[config.mk]
export PLATFORM = sky130hd
export DESIGN_NAME = pcsir_regs
export DESIGN_NICKNAME = d
export VERILOG_FILES = /design/src/hw/pcsir_pkg.sv /design/src/hw/pcsir_regs.sv
export SDC_FILE = /design/constraint.sdc
export NUM_CORES = 1
export LEC_CHECK = 0
export BUFFER_PORTS_ARGS = -buffer_cell sky130_fd_sc_hd__buf_2
export CAP_MARGIN = 20
export CORE_UTILIZATION = 50
export DETAILED_ROUTE_END_ITERATION = 10
export PLACE_DENSITY_LB_ADDON = 0.25
export REMOVE_ABC_BUFFERS = 1
export SYNTH_ARGS = -nofsm -noshare
export SYNTH_HDL_FRONTEND = slang
export SYNTH_SLANG_ARGS = --single-unit
[constraint.sdc]
create_clock -name i_clock -period 2.5 [get_ports i_clock]
set_input_delay 0.125 -clock i_clock [delete_from_list [all_inputs] [get_ports i_clock]]
set_output_delay 0.125 -clock i_clock [all_outputs]
set_load 0.05 [all_outputs]
[src/hw/pcsir_pkg.sv]
// constants and carrier types for the configuration status/id register bank
// assumes a byte-addressed dword config port, one function select bit
package pcsir_pkg;

  // register byte offsets, matched by dword; narrower registers sit in byte lanes
  localparam logic [7:0] OFS_STATUS   = 8'h06;
  localparam logic [7:0] OFS_REVISION = 8'h08;
  localparam logic [7:0] OFS_CLASS    = 8'h09;
  localparam logic [7:0] OFS_CACHE    = 8'h0c;
  localparam logic [7:0] OFS_EVT      = 8'h40;
  localparam logic [7:0] OFS_MASK     = 8'h44;

  localparam int STATUS_LSB = 16;
  localparam int CLASS_LSB  = 8;

  localparam int BIT_PAR  = 15;
  localparam int BIT_SYS  = 14;
  localparam int BIT_MAB  = 13;
  localparam int BIT_TAR  = 12;
  localparam int BIT_TAS  = 11;
  localparam int BIT_DPAR = 8;

  localparam logic [15:0] STATUS_W1C   = 16'hf900;
  localparam logic [15:0] STATUS_FIXED = 16'h0210;
  localparam logic [15:0] FLAGS_RESET  = 16'h0000;
  localparam logic [15:0] MASK_RESET   = 16'h0000;
  localparam logic [7:0]  CACHE_RESET  = 8'h00;
  localparam logic [23:0] CLASS_CODE   = 24'h060700;
  // revision value is arbitrary
  localparam logic [7:0]  REVISION     = 8'h5a;

  typedef struct packed {
    logic        func;
    logic [7:0]  addr;
    logic [31:0] wdata;
    logic [3:0]  byte_en;
    logic        wr;
    logic        rd;
  } pcsir_bus_type;

  typedef struct packed {
    logic addr_parity_err;
    logic data_parity_err;
    logic perr_seen;
    logic bus_master;
    logic master_abort;
    logic target_abort_rcvd;
    logic target_abort_sent;
    logic serr_other;
  } pcsir_evt_type;

  typedef struct packed {
    logic system_error_driver_enable;
    logic parity_response_enable;
  } pcsir_cmd_type;

  typedef struct packed {
    logic [1:0][15:0] flags;
    logic [1:0][7:0]  cache;
    logic [15:0]      evt;
    logic [15:0]      mask;
    logic [31:0]      rdata;
    logic             serr;
    logic             perr;
  } pcsir_state_type;

endpackage

[src/hw/pcsir_regs.sv]
// status, revision, class code and cache line size for two functions
// assumes a one-cycle strobe port on i_clock and pulse event inputs
//
// Summary of operation
// - writing one clears a flag, reads harmless
// - any parity error sets bit 15
// - signalled system error sets bit 14
// - own master abort sets bit 13
// - received target abort sets bit 12
// - signalled target abort sets bit 11
// - select timing bits read fixed 01b
// - bit 8 needs perr, mastership and enable
// - bits 7 to 5 read zero
// - bit 4 reads one, capability list
// - bits 3 to 0 read zero
// - each function owns its status copy
// - revision byte fixed, writes ignored
// - class code reads 06h 07h 00h
// - cache line size writable, resets zero
// - parity response enable gates parity reaction
// - address parity on serr needs both enables
//
// Local design decision: the plain strobed port.
`timescale 1ns/1ps

module pcsir_regs (
  input  wire logic                           i_clock,
  input  wire logic                           i_arst_n,
  input  wire pcsir_pkg::pcsir_bus_type       i_bus,
  input  wire pcsir_pkg::pcsir_evt_type [1:0] i_evt,
  input  wire pcsir_pkg::pcsir_cmd_type [1:0] i_cmd,
  output logic [31:0]                         o_rdata,
  output logic                                o_serr,
  output logic                                o_perr,
  output logic                                o_irq
);

  pcsir_pkg::pcsir_state_type s_q;
  pcsir_pkg::pcsir_state_type s_d;
  pcsir_pkg::pcsir_cmd_type   en;
  logic [1:0][15:0]           set_v;
  logic [15:0]                clr_v;
  logic [31:0]                lanes;
  logic [31:0]                be_mask;

  // byte enables widened to a bit mask
  function automatic logic [31:0] lane_mask(input logic [3:0] be);
    return {{8{be[3]}}, {8{be[2]}}, {8{be[1]}}, {8{be[0]}}};
  endfunction

  function automatic logic hit(input logic [7:0] a, input logic [7:0] ofs);
    return a[7:2] == ofs[7:2];
  endfunction

  function automatic logic [15:0] status_word(input logic [15:0] f);
    return (f & pcsir_pkg::STATUS_W1C) | pcsir_pkg::STATUS_FIXED;
  endfunction

  // address parity reaches serr only with both enables set
  function automatic logic serr_cause(input pcsir_pkg::pcsir_evt_type e,
                                      input pcsir_pkg::pcsir_cmd_type c);
    return c.system_error_driver_enable &
           ((e.addr_parity_err & c.parity_response_enable) | e.serr_other);
  endfunction

  function automatic logic [15:0] evt_set(input pcsir_pkg::pcsir_evt_type e,
                                          input pcsir_pkg::pcsir_cmd_type c);
    logic [15:0] v;
    v = '0;
    v[pcsir_pkg::BIT_PAR]  = e.addr_parity_err | e.data_parity_err;
    v[pcsir_pkg::BIT_SYS]  = serr_cause(e, c);
    v[pcsir_pkg::BIT_MAB]  = e.master_abort;
    v[pcsir_pkg::BIT_TAR]  = e.target_abort_rcvd;
    v[pcsir_pkg::BIT_TAS]  = e.target_abort_sent;
    v[pcsir_pkg::BIT_DPAR] = e.perr_seen & e.bus_master &
                             c.parity_response_enable;
    return v;
  endfunction

  // enables are wired-or between the two functions
  assign en    = i_cmd[0] | i_cmd[1];
  assign be_mask = lane_mask(i_bus.byte_en);
  assign lanes   = be_mask & i_bus.wdata;

  always_comb begin
    s_d       = s_q;
    s_d.rdata = '0;
    s_d.serr  = 1'b0;
    s_d.perr  = 1'b0;
    clr_v     = '0;
    for (int f = 0; f < 2; f++) begin
      set_v[f] = evt_set(i_evt[f], en);
      s_d.serr = s_d.serr | serr_cause(i_evt[f], en);
      s_d.perr = s_d.perr |
                 (i_evt[f].data_parity_err & en.parity_response_enable);
      if (i_bus.wr && i_bus.func == f[0] &&
          hit(i_bus.addr, pcsir_pkg::OFS_STATUS)) begin
        clr_v = lanes[pcsir_pkg::STATUS_LSB +: 16];
      end else begin
        clr_v = '0;
      end
      // a new event in the clearing cycle survives the clear
      s_d.flags[f] = ((s_q.flags[f] & ~clr_v) | set_v[f]) &
                     pcsir_pkg::STATUS_W1C;
      if (i_bus.wr && i_bus.func == f[0] && i_bus.byte_en[0] &&
          hit(i_bus.addr, pcsir_pkg::OFS_CACHE)) begin
        s_d.cache[f] = i_bus.wdata[7:0];
      end
    end
    if (i_bus.wr && hit(i_bus.addr, pcsir_pkg::OFS_MASK)) begin
      s_d.mask = (s_q.mask & ~be_mask[15:0]) | lanes[15:0];
    end
    s_d.evt = s_q.evt;
    if (i_bus.rd && hit(i_bus.addr, pcsir_pkg::OFS_EVT)) begin
      s_d.evt = '0;
    end
    s_d.evt = (s_d.evt | set_v[0] | set_v[1]) & pcsir_pkg::STATUS_W1C;
    if (i_bus.rd) begin
      // writes to revision and class dword have no target, so they vanish
      if (hit(i_bus.addr, pcsir_pkg::OFS_STATUS)) begin
        s_d.rdata[pcsir_pkg::STATUS_LSB +: 16] =
          status_word(s_q.flags[i_bus.func]);
      end else if (hit(i_bus.addr, pcsir_pkg::OFS_REVISION)) begin
        s_d.rdata = {pcsir_pkg::CLASS_CODE,
                     pcsir_pkg::REVISION};
      end else if (hit(i_bus.addr, pcsir_pkg::OFS_CACHE)) begin
        s_d.rdata[7:0] = s_q.cache[i_bus.func];
      end else if (hit(i_bus.addr, pcsir_pkg::OFS_EVT)) begin
        s_d.rdata[15:0] = s_q.evt;
      end else if (hit(i_bus.addr, pcsir_pkg::OFS_MASK)) begin
        s_d.rdata[15:0] = s_q.mask;
      end
      s_d.rdata = s_d.rdata & lane_mask(i_bus.byte_en);
    end
  end

  always_ff @(posedge i_clock or negedge i_arst_n) begin
    if (!i_arst_n) begin
      s_q.flags <= {pcsir_pkg::FLAGS_RESET, pcsir_pkg::FLAGS_RESET};
      s_q.cache <= {pcsir_pkg::CACHE_RESET, pcsir_pkg::CACHE_RESET};
      s_q.evt   <= pcsir_pkg::FLAGS_RESET;
      s_q.mask  <= pcsir_pkg::MASK_RESET;
      s_q.rdata <= '0;
      s_q.serr  <= 1'b0;
      s_q.perr  <= 1'b0;
    end else begin
      s_q <= s_d;
    end
  end

  assign o_rdata = s_q.rdata;
  assign o_serr  = s_q.serr;
  assign o_perr  = s_q.perr;
  assign o_irq   = |(s_q.evt & s_q.mask);
endmodule

=== Word-level counts from Yosys, hierarchy flattened ===
Cells that the tools add are included.

* Logic and storage cells: 76
* Input bits: 69
* Flip-flop bits (word level): 84
* Output and inout bits: 35

* Order comparisons: 1
* Eq/ne operators: 5
* Muxes and demuxes: 18
* Reductions and logical operators: 11
* Bitwise logic cells: 32

{| class="wikitable"
|+ Operators by type and width
! kind !! number
|-
| 16-bit two-way mux || 12
|-
| 16-bit bitwise OR || 5
|-
| 16-bit AND || 4
|-
| 32-bit AND || 2
|-
| 16-bit inverter || 3
|-
| 32-bit two-way mux || 1
|-
| 8-bit two-way mux || 4
|-
| 16-bit OR reduction || 1
|-
| 6-bit by 2-bit == test with 1-bit output (second input constant) || 2
|-
| 6-bit by 5-bit == test with 1-bit output (second input constant) || 2
|-
| 11-bit two-way mux || 1
|-
| 1-bit AND || 10
|-
| 1-bit logical AND || 10
|-
| 6-bit by 1-bit == test with 1-bit output (second input constant) || 1
|-
| 1-bit bitwise OR || 6
|-
| 1-bit by 2-bit less-than comparator with 1-bit output (second input constant) || 1
|-
| 2-bit bitwise OR || 1
|-
| 1-bit inverter || 1
|}

=== Logic depth before layout (Yosys ltp) ===
* Word-level depth: 9
* Mapped depth: 6
* Mapped depth without buffers: 3

=== Least setup slack after synthesis ===
OpenSTA, ideal clock, no wires.

* Path kind: input to register
* Start point: input port i_bus[45] (netlist name)
* End point: register s_q[66] (netlist name)
* Buffers on the path: 1
* Path slack: 772 ps
* Arrival time: 1603 ps
* Data required time: 2375 ps
* Stages on the path: 4
* Library setup time: 125 ps
* Path through: or4_4 -> buf_6 -> nor4_4 -> mux2_2

* Longest elaborated chain between the ends: 2

{| class="wikitable"
|+ Ends and longest elaborated chain
! what !! RTL line !! RTL
|-
| start, declared || pcsir_regs.sv:29 || <nowiki>input wire pcsir_pkg::pcsir_bus_type i_bus,</nowiki>
|-
| 6-bit by 2-bit == test with 1-bit output || pcsir_regs.sv:52 || <nowiki>return a[7:2] == ofs[7:2];</nowiki>
|-
| 1-bit logical AND || pcsir_regs.sv:105 || <nowiki>if (i_bus.wr && i_bus.func == f[0] && i_bus.byte_en[0] &&</nowiki>
|-
| end, declared || pcsir_regs.sv:38 || <nowiki>pcsir_pkg::pcsir_state_type s_q;</nowiki>
|}

Every way passes these cells.
A chain may end at the register's enable or synchronous reset.

=== Worst setup path after layout ===
* Start point: input port i_bus[45] (netlist name)
* End point: register s_q[71] (netlist name)

The elaborated chain is that of the path after synthesis.

==> results_dict.tcl <==
set metrics [dict create \
    cts_resized 0 \
    worst_ep_required_time_ps 2730 \
    cp-end-kind "flop" \
    synth_edf_count 0 \
    first_pass_iters 4 \
    maxCapViolCount 0 \
    synth.area.top_cells "dfrtp_1, mux2_2, buf_4" \
    async_reset_ff_frac 1.00 \
    critPathKind "in -> reg" \
    hp-class "in -> reg" \
    worst_slack_ps 828 \
    hold_viol_final 0 \
    syn-mean-instance-area_sq_um 11.4 \
    power_per_cell_area_nw_per_um2 640 \
    yosysSeqAreaShare 0.545 \
    dp_slack_ps 471 \
    area_delta_synth_final_pct 17.0 \
    drive_gt1_frac 0.385 \
    cts_made_buffers 9 \
    diodes 0 \
    via_per_inst 5.24 \
    wl_per_cell_um 15.6 \
    clkTransAtPathRegs_ps 80 \
    max_slew.worst_pin.slew_ps 939 \
    synth.top_cell.area_share 0.545 \
    setup_tns_ps 0 \
    grt_usage 0.214 \
    initial_utilization 0.521 \
    die_y_um 86.6 \
    drt-initial-drc-count 201 \
    die_x_um 86.6 \
    htreeDepth 3 \
    hold_slack_ps 8.91 \
    drcViolationCount 0 \
    synth-seq-cells 78 \
    cts_max_path_buffers 2 \
    io_pins 104 \
    grt_max_degree 79 \
    fin_crit_sh 0.669 \
    dp_hpwl_um 5260 \
    ant_nets 0 \
    die_area_sq_um 7500 \
    start_kind "input pin" \
    crit_arrival_ps 1900 \
    antenna_found_initial 0 \
    fillers 583 \
    utilization 0.610 \
    netlist_area_sq_um 3580 \
    worstPathMaxFanout 15 \
    dp.cells 462 \
    grt_pass1_wl_um 12100 \
    clock_latency_ps 340 \
    num_vias 2533 \
    status "complete, no violations" \
    cts_tree "yes" \
    ir_drop_v 0.000269 \
    fin_nets 451 \
    p_total_mw 2.68 \
    yosysTopAreaCell "dfrtp_1" \
    fin_crit_ps 1670 \
    gr-total-overflow 0 \
    rows 30 \
    finalMaxSlewViolations 0 \
    fmax_mhz 598 \
    synth_warnings 0 \
    grt_setup_unrepaired "no" \
    clock_sinks 78 \
    gp_congestion 0.815 \
    instances_no_fill 483 \
    fin_area_sq_um 4190 \
    io_buffers 87 \
    p_leak_nw 2.02 \
    setup-violations-final 0 \
    placed_area_sq_um 3910 \
    skew_ps 7.85 \
    synthFlopType "dfrtp_1" \
    core-area_sq_um 6870 \
    slew_headroom 0.374 \
    grt_pass1_vias 2441 \
    syn_inst 315 \
    cts_root_buf "clkbuf_8" \
    wl_um 7550 \
    ys_types 41 \
]
-- cells in the mapped netlist (2+ instances only) --
library cell	instances
inv_1	6
dfrtp_1	78
nor3_1	7
nand3_1	25
and4_1	3
clkbuf_1	9
nand2_1	12
a22oi_1	3
buf_4	32
a41oi_1	4
or3_1	5
buf_1	2
a211o_1	3
buf_2	2
a21o_1	2
mux2i_1	10
a21oi_1	23
a31oi_1	2
mux2_2	36
o211ai_1	8
nor2_1	23
-- cell families after synthesis --
kind of cell,after synthesis,share of synthesized area
compound gates,50,0.0901
xor+xnor,1,0.00245
buf+inv,52,0.0908
flops,78,0.545
mux,46,0.141
other cells,1,0.00105
simple gates,87,0.129
-- repair_timing --
action	in CTS	in global routing
buffers inserted	0	0
hold endpoints to repair	82	0
hold buffers	5	0
-- report_power, final --
group / total, mW / switching (mW) / internal, mW / leakage, nW
Sequential: 1.32 / 0.0204 / 1.30 / 0.981
Combinational: 0.268 / 0.170 / 0.0984 / 0.922
Clock: 1.10 / 0.432 / 0.663 / 0.115
-- metal layers --
metal  routed length [um]  GRT usage  vias up
li1                     -          -     1220
met1                 3540      0.298     1232
met2                 3600      0.330       71
met3                  318     0.0381       10
met4                   92     0.0970        0
met5                    0          0        -
-- path summary, 6_finish.rpt --
kind | from | to | slack, ps | depth (start not counted)
worst max-delay path | i_bus[45] | s_q[71]$_DFFE_PN0P_ | 830 | 5
worst min-delay path | i_bus[37] | s_q[113]$_DFF_PN0_ | 9 | 2
worst max register to register | s_q[77]$_DFFE_PN0P_ | o_rdata[3]$_DFF_PN0_ | 1470 | 3
worst min register to register | flop | o_rdata[10]$_DFF_PN0_ | 500 | 2
max in group asynchronous | i_arst_n | s_q[94]$_DFF_PN0_ | 1430 | 2
min in group asynchronous | i_arst_n | o_rdata[7]$_DFF_PN0_ | 470 | 2
-- worst max-delay path, cell delays in order --
cell,delay [ps]
buf_2,130
or4_4,660
nor4_4,430
buf_4,220
mux2_2,340
-- layout by cell type, fill, tap and decap left out, types with 2 or more instances in the layout --
| cell | synthesis | routed |
|---|---|---|
| buf_2 | 2 | 86 |
| dfrtp_1 | 78 | 78 |
| mux2_2 | 36 | 36 |
| nand3_1 | 25 | 25 |
| nor2_1 | 23 | 23 |
| a21oi_1 | 23 | 23 |
| nand2_1 | 12 | 12 |
| mux2i_1 | 10 | 10 |
| clkbuf_8 | 0 | 9 |
| o211ai_1 | 8 | 8 |
| buf_4 | 32 | 8 |
| nor3_1 | 7 | 7 |
| inv_1 | 6 | 6 |
| or3_1 | 5 | 5 |
| dlygate4sd3_1 | 0 | 5 |
| a41oi_1 | 4 | 4 |
| conb_1 | 1 | 4 |
| and4_1 | 3 | 3 |
| a211o_1 | 3 | 3 |
| a22oi_1 | 3 | 3 |
| clkbuf_1 | 9 | 3 |
| bufinv_16 | 0 | 3 |
| a31oi_1 | 2 | 2 |
| a21o_1 | 2 | 2 |
-- area by class of cell --
class                   instances  area (sq um)  area share
flip-flops and latches         78          1950       0.466
multi-input cells             188          1320       0.316
repair buffers                 99           541       0.129
clock buffers                  12           135      0.0323
well taps                      96           120      0.0287
clock inverters                 4          95.1      0.0227
inverters                       6          22.5     0.00538
No activity file was read; power rests on OpenSTA's default activity.
